===== src/design/cedc_params.svh =====
// Constants for the CAN error detection and confinement block.
// Assumes inclusion by bare name from the core; the package does not include it.
`ifndef CEDC_PARAMS_SVH
`define CEDC_PARAMS_SVH

// ********************************
// Register offsets
// ********************************
`define CEDC_ADDR_TEC 8'h1C
`define CEDC_ADDR_REC 8'h1D
`define CEDC_ADDR_ERROR_FLAG_REGISTER 8'h2D
`define CEDC_ADDR_IRQ_STAT 8'h30
`define CEDC_ADDR_IRQ_CLR 8'h31
`define CEDC_ADDR_IRQ_EN 8'h32
`define CEDC_ADDR_LAST_ERR 8'h33

// ********************************
// Error flag register fields
// ********************************
`define CEDC_ERROR_FLAG_REGISTER_RX1OVF 7
`define CEDC_ERROR_FLAG_REGISTER_RX0OVF 6
`define CEDC_ERROR_FLAG_REGISTER_BUSOFF 5
`define CEDC_ERROR_FLAG_REGISTER_TXPAS 4
`define CEDC_ERROR_FLAG_REGISTER_RXPAS 3
`define CEDC_ERROR_FLAG_REGISTER_TXWARN 2
`define CEDC_ERROR_FLAG_REGISTER_RXWARN 1
`define CEDC_ERROR_FLAG_REGISTER_ERROR_WARNING_FLAG 0

// ********************************
// Interrupt status fields
// ********************************
`define CEDC_IRQ_ERR 0
`define CEDC_IRQ_MODE 1
`define CEDC_IRQ_OVF 2
`define CEDC_IRQ_RECOV 3
`define CEDC_IRQ_W 4

// ********************************
// Reset values, limits and protocol constants
// ********************************
`define CEDC_RST_BYTE 8'h00
`define CEDC_RST_IRQ 4'h0
`define CEDC_LIM_WARN 9'h060
`define CEDC_LIM_PASSIVE 9'h080
`define CEDC_LIM_BUSOFF 9'h100
`define CEDC_LIM_BOFLAG 9'h0FF
`define CEDC_TX_ERR_STEP 9'h008
`define CEDC_REC_RELOAD 9'h078
`define CEDC_CRC_POLY 15'h4599
`define CEDC_STUFF_RUN 3'h6
`define CEDC_RUN_LEN 11
`define CEDC_RUN_COUNT 128

`endif


===== src/design/cedc_pkg.sv =====
// Types for the CAN error detection and confinement block.
// Assumes cedc_params.svh sits beside it.
package cedc_pkg;

    // Frame segment reported by the protocol engine
    typedef enum logic [3:0] {
        CEDC_F_IDLE = 4'h0,
        CEDC_F_SOF = 4'h1,
        CEDC_F_ARB = 4'h2,
        CEDC_F_CTRL = 4'h3,
        CEDC_F_DATA = 4'h4,
        CEDC_F_CRC = 4'h5,
        CEDC_F_CRC_DELIM = 4'h6,
        CEDC_F_ACK_SLOT = 4'h7,
        CEDC_F_ACK_DELIM = 4'h8,
        CEDC_F_EOF = 4'h9,
        CEDC_F_IFS = 4'hA,
        CEDC_F_ERROR = 4'hB
    } cedc_field_e;

    // Fault confinement state
    typedef enum logic [1:0] {
        CEDC_M_ACTIVE = 2'b00,
        CEDC_M_PASSIVE = 2'b01,
        CEDC_M_BUSOFF = 2'b10
    } cedc_mode_e;

    // Bit context from the protocol engine, valid with bit_tick
    typedef struct packed {
        cedc_field_e field;
        logic tx_active;
        logic tx_bit;
        logic stuff_bit;
    } cedc_bit_s;

    // Register port request
    typedef struct packed {
        logic [7:0] addr;
        logic [7:0] wdata;
        logic wr;
        logic rd;
    } cedc_reg_req_s;

    // Error kinds seen in one bit
    typedef struct packed {
        logic crc_err;
        logic ack_err;
        logic form_err;
        logic bit_err;
        logic stuff_err;
    } cedc_err_s;

endpackage


===== src/design/cedc_core.sv =====
// CAN error detection and fault confinement core.
// Assumes a protocol engine on sys_clk giving one bit_tick per sample
// point with the frame context; the bus level arrives from the pin.
//
// Local design decision: the plain strobed port.
`timescale 1ns/100ps
`include "cedc_params.svh"

module cedc_core #(
    parameter int RUN_LEN = `CEDC_RUN_LEN,
    parameter int RUN_COUNT = `CEDC_RUN_COUNT
) (
    input wire logic sys_clk,
    input wire logic rstn,
    input wire logic can_rx_pin,
    input wire logic bit_tick,
    input wire cedc_pkg::cedc_bit_s bit_ctx,
    input wire logic tx_frame_ok,
    input wire logic rx_frame_ok,
    input wire logic rx_store,
    input wire logic rx_store_buf,
    input wire logic rx_buffer0_full_flag,
    input wire logic rx_buffer1_full_flag,
    input wire cedc_pkg::cedc_reg_req_s reg_req,
    output logic [7:0] reg_rdata,
    output logic error_frame_req,
    output logic error_frame_recessive,
    output logic retransmit_req,
    output logic bus_off,
    output logic irq
);

    // ********************************
    // Elaboration checks
    // ********************************
    initial begin
        if (RUN_LEN < 2 || RUN_LEN > 255) begin
            $error("RUN_LEN out of range");
        end
        if (RUN_COUNT < 1 || RUN_COUNT > 65535) begin
            $error("RUN_COUNT out of range");
        end
    end

    // ********************************
    // Bus level synchroniser
    // ********************************
    logic rx_meta;
    logic rx_lvl;

    // Two flops before any logic sees the pin
    always_ff @(posedge sys_clk or negedge rstn) begin
        if (!rstn) begin
            rx_meta <= 1'b1;
            rx_lvl <= 1'b1;
        end else begin
            rx_meta <= can_rx_pin;
            rx_lvl <= rx_meta;
        end
    end

    // ********************************
    // State declarations
    // ********************************
    logic [8:0] transmit_error_counter;
    logic [8:0] receive_error_counter;
    cedc_pkg::cedc_mode_e mode;
    logic [14:0] crc;
    logic crc_bad;
    logic run_lvl;
    logic [2:0] run_len;
    logic [7:0] rec_run;
    logic [15:0] rec_occ;
    logic rx1_ovf;
    logic rx0_ovf;
    logic bo_flag;
    logic [`CEDC_IRQ_W-1:0] irq_stat;
    logic [`CEDC_IRQ_W-1:0] irq_en;
    logic [4:0] last_err;

    // ********************************
    // Field decode
    // ********************************
    wire cedc_pkg::cedc_field_e fld = bit_ctx.field;
    wire in_crc_span = (fld == cedc_pkg::CEDC_F_SOF) ||
        (fld == cedc_pkg::CEDC_F_ARB) || (fld == cedc_pkg::CEDC_F_CTRL) ||
        (fld == cedc_pkg::CEDC_F_DATA);
    wire in_stuff_span = in_crc_span || (fld == cedc_pkg::CEDC_F_CRC) ||
        (fld == cedc_pkg::CEDC_F_CRC_DELIM);
    wire in_frame = in_stuff_span || (fld == cedc_pkg::CEDC_F_ACK_SLOT) ||
        (fld == cedc_pkg::CEDC_F_ACK_DELIM) || (fld == cedc_pkg::CEDC_F_EOF);
    wire fixed_form = (fld == cedc_pkg::CEDC_F_CRC_DELIM) ||
        (fld == cedc_pkg::CEDC_F_ACK_DELIM) ||
        (fld == cedc_pkg::CEDC_F_EOF) || (fld == cedc_pkg::CEDC_F_IFS);
    wire arb_or_ack = (fld == cedc_pkg::CEDC_F_ARB) ||
        (fld == cedc_pkg::CEDC_F_ACK_SLOT);
    wire is_bus_off = (mode == cedc_pkg::CEDC_M_BUSOFF);
    wire live = bit_tick && !is_bus_off;

    // ********************************
    // CRC and stuff tracking
    // ********************************
    wire crc_fb = rx_lvl ^ crc[14];
    wire [14:0] crc_shift = {crc[13:0], 1'b0} ^
        (crc_fb ? `CEDC_CRC_POLY : 15'h0000);
    wire next_run_same = (rx_lvl == run_lvl) && (fld != cedc_pkg::CEDC_F_SOF);
    wire [2:0] next_run = next_run_same ? run_len + 3'h1 : 3'h1;

    // CRC over arbitration, control and data bits, compare in CRC field, stuff run length
    always_ff @(posedge sys_clk or negedge rstn) begin
        if (!rstn) begin
            crc <= 15'h0000;
            crc_bad <= 1'b0;
            run_lvl <= 1'b1;
            run_len <= 3'h0;
        end else if (bit_tick) begin
            if (fld == cedc_pkg::CEDC_F_SOF) begin
                crc <= 15'h0000;
                crc_bad <= 1'b0;
            end else if (in_crc_span && !bit_ctx.stuff_bit) begin
                crc <= crc_shift;
            end else if (fld == cedc_pkg::CEDC_F_CRC && !bit_ctx.stuff_bit) begin
                crc_bad <= crc_bad | (rx_lvl != crc[14]);
                crc <= {crc[13:0], 1'b0};
            end
            run_lvl <= rx_lvl;
            run_len <= in_stuff_span ? next_run : 3'h0;
        end
    end

    // ********************************
    // Error detection
    // ********************************
    cedc_pkg::cedc_err_s err;
    assign err.crc_err = !bit_ctx.tx_active &&
        (fld == cedc_pkg::CEDC_F_CRC_DELIM) && crc_bad;
    assign err.ack_err = bit_ctx.tx_active &&
        (fld == cedc_pkg::CEDC_F_ACK_SLOT) && rx_lvl;
    assign err.form_err = fixed_form && !rx_lvl;
    assign err.bit_err = bit_ctx.tx_active && in_frame &&
        (fld != cedc_pkg::CEDC_F_ACK_SLOT || !bit_ctx.tx_bit) &&
        (bit_ctx.tx_bit != rx_lvl) &&
        !(bit_ctx.tx_bit && !rx_lvl && arb_or_ack);
    assign err.stuff_err = in_stuff_span && (next_run == `CEDC_STUFF_RUN) &&
        (fld != cedc_pkg::CEDC_F_CRC_DELIM || !rx_lvl);
    wire any_err = live && (err != 5'h00);
    wire tx_err = any_err && bit_ctx.tx_active;
    wire rx_err = any_err && !bit_ctx.tx_active;
    wire passive_ack = tx_err && err.ack_err && !err.bit_err &&
        (mode == cedc_pkg::CEDC_M_PASSIVE);

    // ********************************
    // Error counters
    // ********************************
    wire run_hit = live ? 1'b0 : (bit_tick && rx_lvl &&
        (rec_run == 8'(RUN_LEN - 1)));
    wire recover = run_hit && (rec_occ == 16'(RUN_COUNT - 1));
    wire [8:0] tec_up = (transmit_error_counter + `CEDC_TX_ERR_STEP > `CEDC_LIM_BUSOFF) ?
        `CEDC_LIM_BUSOFF : transmit_error_counter + `CEDC_TX_ERR_STEP;
    wire [8:0] rec_up = (receive_error_counter == 9'h0FF) ? receive_error_counter : receive_error_counter + 9'h001;
    logic [8:0] next_tec;
    logic [8:0] next_rec;

    // Fault confinement counting
    always_comb begin
        next_tec = transmit_error_counter;
        next_rec = receive_error_counter;
        if (recover) begin
            next_tec = 9'h000;
            next_rec = 9'h000;
        end else if (!is_bus_off) begin
            if (tx_err && !passive_ack) begin
                next_tec = tec_up;
            end else if (rx_err) begin
                next_rec = rec_up;
            end else if (tx_frame_ok && transmit_error_counter != 9'h000) begin
                next_tec = transmit_error_counter - 9'h001;
            end else if (rx_frame_ok) begin
                if (receive_error_counter > `CEDC_LIM_PASSIVE - 9'h001) begin
                    next_rec = `CEDC_REC_RELOAD;
                end else if (receive_error_counter != 9'h000) begin
                    next_rec = receive_error_counter - 9'h001;
                end
            end
        end
    end

    // Counters clear at power-on
    always_ff @(posedge sys_clk or negedge rstn) begin
        if (!rstn) begin
            transmit_error_counter <= 9'h000;
            receive_error_counter <= 9'h000;
        end else begin
            transmit_error_counter <= next_tec;
            receive_error_counter <= next_rec;
        end
    end

    // ********************************
    // Error mode and bus-off recovery
    // ********************************
    wire tx_pas = transmit_error_counter >= `CEDC_LIM_PASSIVE;
    wire rx_pas = receive_error_counter >= `CEDC_LIM_PASSIVE;
    cedc_pkg::cedc_mode_e next_mode;

    // Mode from counter thresholds
    always_comb begin
        next_mode = mode;
        unique case (mode)
            cedc_pkg::CEDC_M_ACTIVE, cedc_pkg::CEDC_M_PASSIVE: begin
                if (next_tec >= `CEDC_LIM_BUSOFF) begin
                    next_mode = cedc_pkg::CEDC_M_BUSOFF;
                end else if (next_tec >= `CEDC_LIM_PASSIVE ||
                    next_rec >= `CEDC_LIM_PASSIVE) begin
                    next_mode = cedc_pkg::CEDC_M_PASSIVE;
                end else begin
                    next_mode = cedc_pkg::CEDC_M_ACTIVE;
                end
            end
            cedc_pkg::CEDC_M_BUSOFF: begin
                if (recover) begin
                    next_mode = cedc_pkg::CEDC_M_ACTIVE;
                end
            end
            default: next_mode = cedc_pkg::CEDC_M_ACTIVE;
        endcase
    end

    // Mode register and recessive run counting in bus-off
    always_ff @(posedge sys_clk or negedge rstn) begin
        if (!rstn) begin
            mode <= cedc_pkg::CEDC_M_ACTIVE;
            rec_run <= 8'h00;
            rec_occ <= 16'h0000;
        end else begin
            mode <= next_mode;
            if (!is_bus_off || recover) begin
                rec_run <= 8'h00;
                rec_occ <= 16'h0000;
            end else if (bit_tick) begin
                if (!rx_lvl) begin
                    rec_run <= 8'h00;
                end else if (run_hit) begin
                    rec_run <= 8'h00;
                    rec_occ <= rec_occ + 16'h0001;
                end else begin
                    rec_run <= rec_run + 8'h01;
                end
            end
        end
    end

    // ********************************
    // Register port decode
    // ********************************
    wire wr_error_flag_register = reg_req.wr && (reg_req.addr == `CEDC_ADDR_ERROR_FLAG_REGISTER);
    wire wr_clr = reg_req.wr && (reg_req.addr == `CEDC_ADDR_IRQ_CLR);
    wire wr_en = reg_req.wr && (reg_req.addr == `CEDC_ADDR_IRQ_EN);
    wire [7:0] tec_rd = (transmit_error_counter > 9'h0FF) ? 8'hFF : transmit_error_counter[7:0];
    // Arrival into a still-full buffer marks overflow
    wire set_ovf1 = rx_store && rx_store_buf &&
        rx_buffer1_full_flag;
    wire set_ovf0 = rx_store && !rx_store_buf &&
        rx_buffer0_full_flag;
    wire [7:0] error_flag_register = {rx1_ovf, rx0_ovf, bo_flag, tx_pas, rx_pas,
        transmit_error_counter >= `CEDC_LIM_WARN, receive_error_counter >= `CEDC_LIM_WARN,
        transmit_error_counter >= `CEDC_LIM_WARN || receive_error_counter >= `CEDC_LIM_WARN};
    logic [7:0] rd_mux;

    // Read selection, no read side effects
    always_comb begin
        unique case (reg_req.addr)
            `CEDC_ADDR_TEC: rd_mux = tec_rd;
            `CEDC_ADDR_REC: rd_mux = receive_error_counter[7:0];
            `CEDC_ADDR_ERROR_FLAG_REGISTER: rd_mux = error_flag_register;
            `CEDC_ADDR_IRQ_STAT: rd_mux = {4'h0, irq_stat};
            `CEDC_ADDR_IRQ_EN: rd_mux = {4'h0, irq_en};
            `CEDC_ADDR_LAST_ERR: rd_mux = {3'h0, last_err};
            default: rd_mux = 8'h00;
        endcase
    end

    // ********************************
    // Flags and interrupts
    // ********************************
    wire [`CEDC_IRQ_W-1:0] irq_evt = {recover, set_ovf0 | set_ovf1,
        next_mode != mode, any_err};

    // Sticky flags; a set in the clear cycle wins
    always_ff @(posedge sys_clk or negedge rstn) begin
        if (!rstn) begin
            rx1_ovf <= 1'b0;
            rx0_ovf <= 1'b0;
            bo_flag <= 1'b0;
            irq_stat <= `CEDC_RST_IRQ;
            irq_en <= `CEDC_RST_IRQ;
            last_err <= 5'h00;
        end else begin
            rx1_ovf <= set_ovf1 |
                (rx1_ovf & ~(wr_error_flag_register & ~reg_req.wdata[`CEDC_ERROR_FLAG_REGISTER_RX1OVF]));
            rx0_ovf <= set_ovf0 |
                (rx0_ovf & ~(wr_error_flag_register & ~reg_req.wdata[`CEDC_ERROR_FLAG_REGISTER_RX0OVF]));
            if (next_tec >= `CEDC_LIM_BOFLAG) begin
                bo_flag <= 1'b1;
            end else if (recover) begin
                bo_flag <= 1'b0;
            end
            irq_stat <= irq_evt |
                (irq_stat & ~(wr_clr ? reg_req.wdata[3:0] : 4'h0));
            if (wr_en) begin
                irq_en <= reg_req.wdata[3:0];
            end
            if (any_err) begin
                last_err <= err;
            end
        end
    end

    // ********************************
    // Registered outputs
    // ********************************
    // Error frame request, style and retransmission
    always_ff @(posedge sys_clk or negedge rstn) begin
        if (!rstn) begin
            reg_rdata <= `CEDC_RST_BYTE;
            error_frame_req <= 1'b0;
            error_frame_recessive <= 1'b0;
            retransmit_req <= 1'b0;
            bus_off <= 1'b0;
            irq <= 1'b0;
        end else begin
            reg_rdata <= reg_req.rd ? rd_mux : `CEDC_RST_BYTE;
            error_frame_req <= any_err;
            error_frame_recessive <= next_mode != cedc_pkg::CEDC_M_ACTIVE;
            retransmit_req <= tx_err;
            bus_off <= next_mode == cedc_pkg::CEDC_M_BUSOFF;
            irq <= |(irq_evt | (irq_stat & irq_en)) && |(irq_stat & irq_en)
                || |(irq_evt & irq_en);
        end
    end

endmodule


===== config.mk =====
export PLATFORM = sky130hd
export DESIGN_NAME = cedc_core
export DESIGN_NICKNAME = d
export VERILOG_FILES = /design/src/design/cedc_pkg.sv /design/src/design/cedc_core.sv
export VERILOG_INCLUDE_DIRS = /design/src /design/src/design
export SDC_FILE = /design/constraint.sdc
export NUM_CORES = 1
export LEC_CHECK = 0
export ABC_CLOCK_PERIOD_IN_PS = 7600
export BUFFER_PORTS_ARGS = -buffer_cell sky130_fd_sc_hd__buf_2
export CORE_MARGIN = 3
export CORE_UTILIZATION = 62
export CTS_CLUSTER_DIAMETER = 80
export DETAILED_ROUTE_END_ITERATION = 8
export PLACE_DENSITY_LB_ADDON = 0.2
export SLEW_MARGIN = 20
export SYNTH_ARGS = -nofsm -noshare
export SYNTH_HDL_FRONTEND = slang
export SYNTH_SLANG_ARGS = --single-unit

===== constraint.sdc =====
create_clock -name sys_clk -period 7.6 [get_ports sys_clk]
set_clock_uncertainty 0.15 [all_clocks]
set_input_delay 1.52 -clock sys_clk [delete_from_list [all_inputs] [get_ports sys_clk]]
set_output_delay 1.52 -clock sys_clk [all_outputs]
set_load 0.005 [all_outputs]

==> results of run 1 <==
==> worst paths after layout <==
path                                                  endpoint  slack, ns  cells past startpoint
setup / recovery                                 irq$_DFF_PN0_       3.35                     12
hold / removal                                rx_lvl$_DFF_PN1_       0.21                      0
max in group asynchronous  transmit_error_counter[0]$_DFF_PN0_       5.24                      2
min in group asynchronous                    rx0_ovf$_DFF_PN0_       0.93                      1
hold reg to reg                               rx_lvl$_DFF_PN1_       0.21                      0
setup reg to reg                           bo_flag$_DFFE_PN0P_       3.94                     11
==> per-layer routing <==
metal | share of wire (%) | routed length [um] | vias up
met1 | 44 | 5750 | 2409
met4 | 1.7 | 227 | 0
met5 | 0 | 0 | -
met2 | 49 | 6450 | 171
met3 | 5.5 | 729 | 23
li1 | - | - | 2387
==> Yosys cell counts, types with 12 or more instances <==
cell        n
nand2_1   108
dfrtp_1    92
o21ai_0    56
nor2_1     46
a21oi_1    25
xor2_1     22
inv_1      21
nand3_1    18
clkbuf_1   16
nand2b_1   12
nand4_1    12
nor3_1     12
or3_1      12
==> cell type report <==
type | count | area [um^2] | share of cell area (%)
clock buffers | 11 | 141 | 2.30
clock inverters | 5 | 33.8 | 0.549
inverters | 23 | 88.8 | 1.44
multi-input cells | 499 | 3120 | 50.7
flip-flops and latches | 95 | 2380 | 38.7
well taps | 108 | 135 | 2.19
repair buffers | 49 | 258 | 4.19
==> flip-flops by register name (all words and copies together) (netlist names), 2 cells and up <==
name / flops
rec_occ: 16
transmit_error_counter: 9
rec_run: 8
receive_error_counter: 9
irq_stat: 4
reg_rdata: 8
run_len: 3
irq_en: 4
mode: 2
last_err: 5
crc: 15
==> kinds of logic after synthesis <==
group | count (synthesis) | synth area share [%]
flops | 95 | 41.4
simple gates | 284 | 25.3
compound gates | 165 | 20.0
buf+inv | 54 | 4.58
mux | 13 | 2.48
xor+xnor | 26 | 3.95
fa+ha+maj | 11 | 2.39
==> metrics by stage <==
| step | utilization, % | setup WS [ns] | power, mW | std cells |
|---|---|---|---|---|
| floorplan | - | 3.42 | 1.05 | 648 |
| global placement | 67.3 | 3.02 | 1.16 | 774 |
| CTS | 69.3 | 3.38 | 1.49 | 790 |
| finish | 69.3 | 3.35 | 1.49 | 790 |
| global route | 69.3 | 3.18 | 1.59 | 790 |
| detailed placement | 67.3 | 3.00 | 1.18 | 774 |
==> critical path: stages <==
cell       delay [ns]
buf_2            0.20
and4bb_1         0.23
o31a_1           0.29
nor3_4           0.26
a31o_1           0.44
inv_4            0.15
nand2_4          0.21
o22ai_1          0.16
a2111oi_4        0.43
xnor2_1          0.12
nor3_2           0.22
o21ai_1          0.10
==> power groups by stage <==
| stage | Clock [mW] | Combinational (mW) | Sequential, mW |
|---|---|---|---|
| after detailed placement | 0 | 0.448 | 0.734 |
| after global routing | 0.334 | 0.512 | 0.742 |
| after floorplan | 0 | 0.392 | 0.658 |
| after global placement | 0 | 0.432 | 0.728 |
| final | 0.304 | 0.455 | 0.731 |
| after CTS | 0.311 | 0.451 | 0.724 |
==> run metrics, run 1 <==
Final Cycle Share=56.0%; Clock power frac=20.4%; grt peak-use layer=met2; commonest cells after routing, fill and taps aside=108 x nand2_1, 92 x dfrtp_1, 56 x o21ai_0; initial antenna violation count=0; TritonCTS Sinks=95; cts hold-fix bufs=0; Final HPWL DP=9.54 mm; ANT nets after route=0; Synth warnings=0; Synth top area share=40.0%; core area=8890 um^2; Area contributors post-synth=dfrtp_1 40%, nand2_1 7.0%, o21ai_0 4.9%, xor2_1 3.3%, nor2_1 3.0%; pin count of the biggest net entering global routing=63; total CTS buffers=9; vias post-DR=4990; H-tree level count=3; R2R Path Start=mode[1]$_DFF_PN0_; overall global routing resource usage=26.8%; die width=102 um; Layout area overhead=6.93%; die extent in y=102 um; layout cells sized above 1=15.4%; DP Area=5980 um^2; #FFs+latches synth=95; DR DRC count=0; Final Max Slew Viols=0; synthesized net count=694; Skew-Pair Late Insertion Delay=0.36 ns; ys async rst share=100%; setup TNS=0 ns; Psw=0.589 mW; Post-CTS Setup Inserts=0; Final Hold Viols=0; worst path required time=7.70 ns; Seq/Total Area, Yosys=41.4%; RSZ-0062 raised after global routing=false; Clock transition at path regs=0.10 ns; FMAX=235 MHz; drt wl/cell=16.7 um; starting density of the core=64.8%; maximum root-to-sink buffer count=2; HP Start=rx_meta$_DFF_PN1_; grt met2 use=43.5%; Synth area leader=dfrtp_1; Syn Area/Cell=8.89 um^2; Pleak=2.64 nW; aggregate routed wire length=13.2 mm; worst hold margin=0.210 ns; Synth cell types=82; layout filler cell count=698; final estimated routing congestion in global placement=0.972; drt first pass iters=5; Startpoint Class=primary input; Max-Cap Viols=0; pwr/cell area=242 nW/um^2; global-route wire length before repair=22.5 mm; post-route minimum period=4.25 ns; root buffer cell=clkbuf_8; worst vdd ir=0.186 mV; worst path arrival time=4.35 ns; Worst Setup Path Type=primary input to flop; CTS tree=done; Final Instance Area=6160 um^2; Setup crit end kind=flop; Sw Ratio=39.5%; met1 Track Usage GR=36.7%; row count=34; vias in the first global route=4719; # resized after CTS=0; DRT iter0 DRCs=305; diodes inserted=0; Worst-Margin Slew=0.941 ns; sequential power share=49.0%; Synth Instances=648; via/cell ratio=6.32; Ports=48; Worst Path Max Fanout=13; port bufs=45; grt ovf=0; DIE AREA=10500 um^2; commonest non-fill, non-tap cell in the layout=nand2_1; Min-Delay Path Class=flop to flop; start point of the critical path=bit_ctx[6]; Slew Limit Headroom=37.2%; Internal Power=0.901 mW; Post-Syn Area=5760 um^2; final setup fails=0; status=finished clean; Post-synth EDFFs=0; Comb pwr share=30.6%; ys flop type=dfrtp_1; M3 GR Usage=4.16%; fin nets=723
No activity file was read; power rests on OpenSTA's default activity.
==> inputs of run 2 (changes only) <==
- ABC_CLOCK_PERIOD_IN_PS: 7600 -> 3600
- CORE_UTILIZATION: 62 -> 55
- clock period: 7.6 -> 3.6 ns (I/O delays scaled with it)
==> run metrics, run 2 (synthesis results as in run 1) <==
status=finished clean; storage element area=2380 um^2; Buf/Inv on CP=3; TritonCTS Sinks=95; Final Hold Viols=0; overall global routing resource usage=25.9%; Pleak=2.78 nW; commonest cells after routing, fill and taps aside=108 x nand2_1, 92 x dfrtp_1, 56 x o21ai_0; drt first pass iters=6; port bufs=45; worst hold margin=0.210 ns; DRT iter0 DRCs=284; total CTS buffers=9; diodes inserted=0; worst path required time=3.71 ns; Inst Count DP=820; drt wl/cell=16.7 um; Final HPWL DP=10.2 mm; worst path arrival time=3.53 ns; Layout area overhead=11.6%; post-route minimum period=3.42 ns; maximum root-to-sink buffer count=2; FMAX=293 MHz; commonest non-fill, non-tap cell in the layout=nand2_1; cts hold-fix bufs=0; H-tree level count=3; final estimated routing congestion in global placement=0.961; DIE AREA=11700 um^2; Non-Filler Instances=839; row count=36; Power Total=3.33 mW; initial antenna violation count=0; Final Cycle Share=95.0%; root buffer cell=clkbuf_8; Worst Path Max Fanout=12; Startpoint Class=flop; pwr/cell area=519 nW/um^2; Biggest register=rec_occ; Final Max Slew Viols=0; Min-Delay Path Class=flop to flop; CTS tree=done; Worst Setup Path Type=flop to flop; Critical Path Max Stage Delay=0.61 ns; ANT nets after route=0; fin nets=747; aggregate routed wire length=14.0 mm; global-route wire length before repair=24.1 mm; core area=9950 um^2; DR DRC count=0; slowest CP cell=dfstp_2; die extent in y=108 um; layout cells sized above 1=18.6%; Skew-Pair Late Insertion Delay=0.39 ns; Clock transition at path regs=0.10 ns; pin count of the biggest net entering global routing=96; crit path setup slack, layout=0.182 ns; max reg flops=16; Final Instance Area=6430 um^2; grt ovf=0; die width=108 um; vias in the first global route=5016; starting density of the core=57.8%; RSZ-0062 raised after global routing=false; Setup crit end kind=flop; via/cell ratio=5.96; dpl ws=-0.0654 ns; Regs by FF count=rec_occ: 16 flops, crc: 15 flops; Slew Limit Headroom=47.4%; cell breakdown of the critical path=inv_1, ha_1, a41oi_2, nand4_2, a31o_1, inv_4, nand2_4, buf_4, a2111oi_4, xnor2_1, nor3_2, o21ai_1; worst vdd ir=0.349 mV; final setup fails=0; layout filler cell count=853; Worst-Margin Slew=0.782 ns; DP Area=6180 um^2; multi-input logic area=3130 um^2; Max-Cap Viols=0; cell family contributing the most delay on the critical path=compound AO/OA/AOI/OAI gates; Ports=48; vias post-DR=4997
## run 2: path summary, 6_finish.rpt
path / from / to / slack (ns) / cells past startpoint
worst max-delay path: rx_lvl$_DFF_PN1_ / irq$_DFF_PN0_ / 0.18 / 12
worst max register to register: rx_lvl$_DFF_PN1_ / irq$_DFF_PN0_ / 0.18 / 12
worst min register to register: rx_meta$_DFF_PN1_ / rx_lvl$_DFF_PN1_ / 0.21 / 0
min in group asynchronous: rstn / last_err[2]$_DFFE_PN0N_ / 0.22 / 2
worst min-delay path: rx_meta$_DFF_PN1_ / rx_lvl$_DFF_PN1_ / 0.21 / 0
max in group asynchronous: rstn / rx_meta$_DFF_PN1_ / 2.70 / 2
## run 2: area by class of cell
| type | count | area share [%] |
|---|---|---|
| clock buffers | 9 | 1.93 |
| clock inverters | 7 | 1.44 |
| inverters | 23 | 1.38 |
| multi-input cells | 499 | 48.6 |
| flip-flops and latches | 95 | 37.0 |
| well taps | 133 | 2.59 |
| repair buffers | 73 | 7.01 |
## run 2: where the power goes
group | internal [mW] | leakage, nW | total, mW | switching (mW)
clock | 0.337 | 0.109 | 0.749 | 0.411
sequential | 1.24 | 1.23 | 1.51 | 0.269
combinational | 0.453 | 1.44 | 1.08 | 0.623
total | 2.03 | 2.78 | 3.33 | 1.30
## run 2: metrics by stage
step / util, % / TNS, ns
floorplan: - / 0
finish: 64.6 / 0
detailed placement: 62.1 / -0.108
CTS: 64.3 / 0
global route: 64.6 / 0
global placement: 62.1 / 0
## run 2: per-layer routing
layer,track usage (%),vias to the layer above,routed length (um)
met5,0,-,0
met4,9.11,0,271
met3,5.61,23,662
met2,42.2,111,6610
met1,34.5,2417,6490
li1,-,2446,-
## run 2: repair_timing
action / CTS / global route
setup endpoints to repair: 0 / 3
setup buffers: 0 / 3
resized for setup: 0 / 1
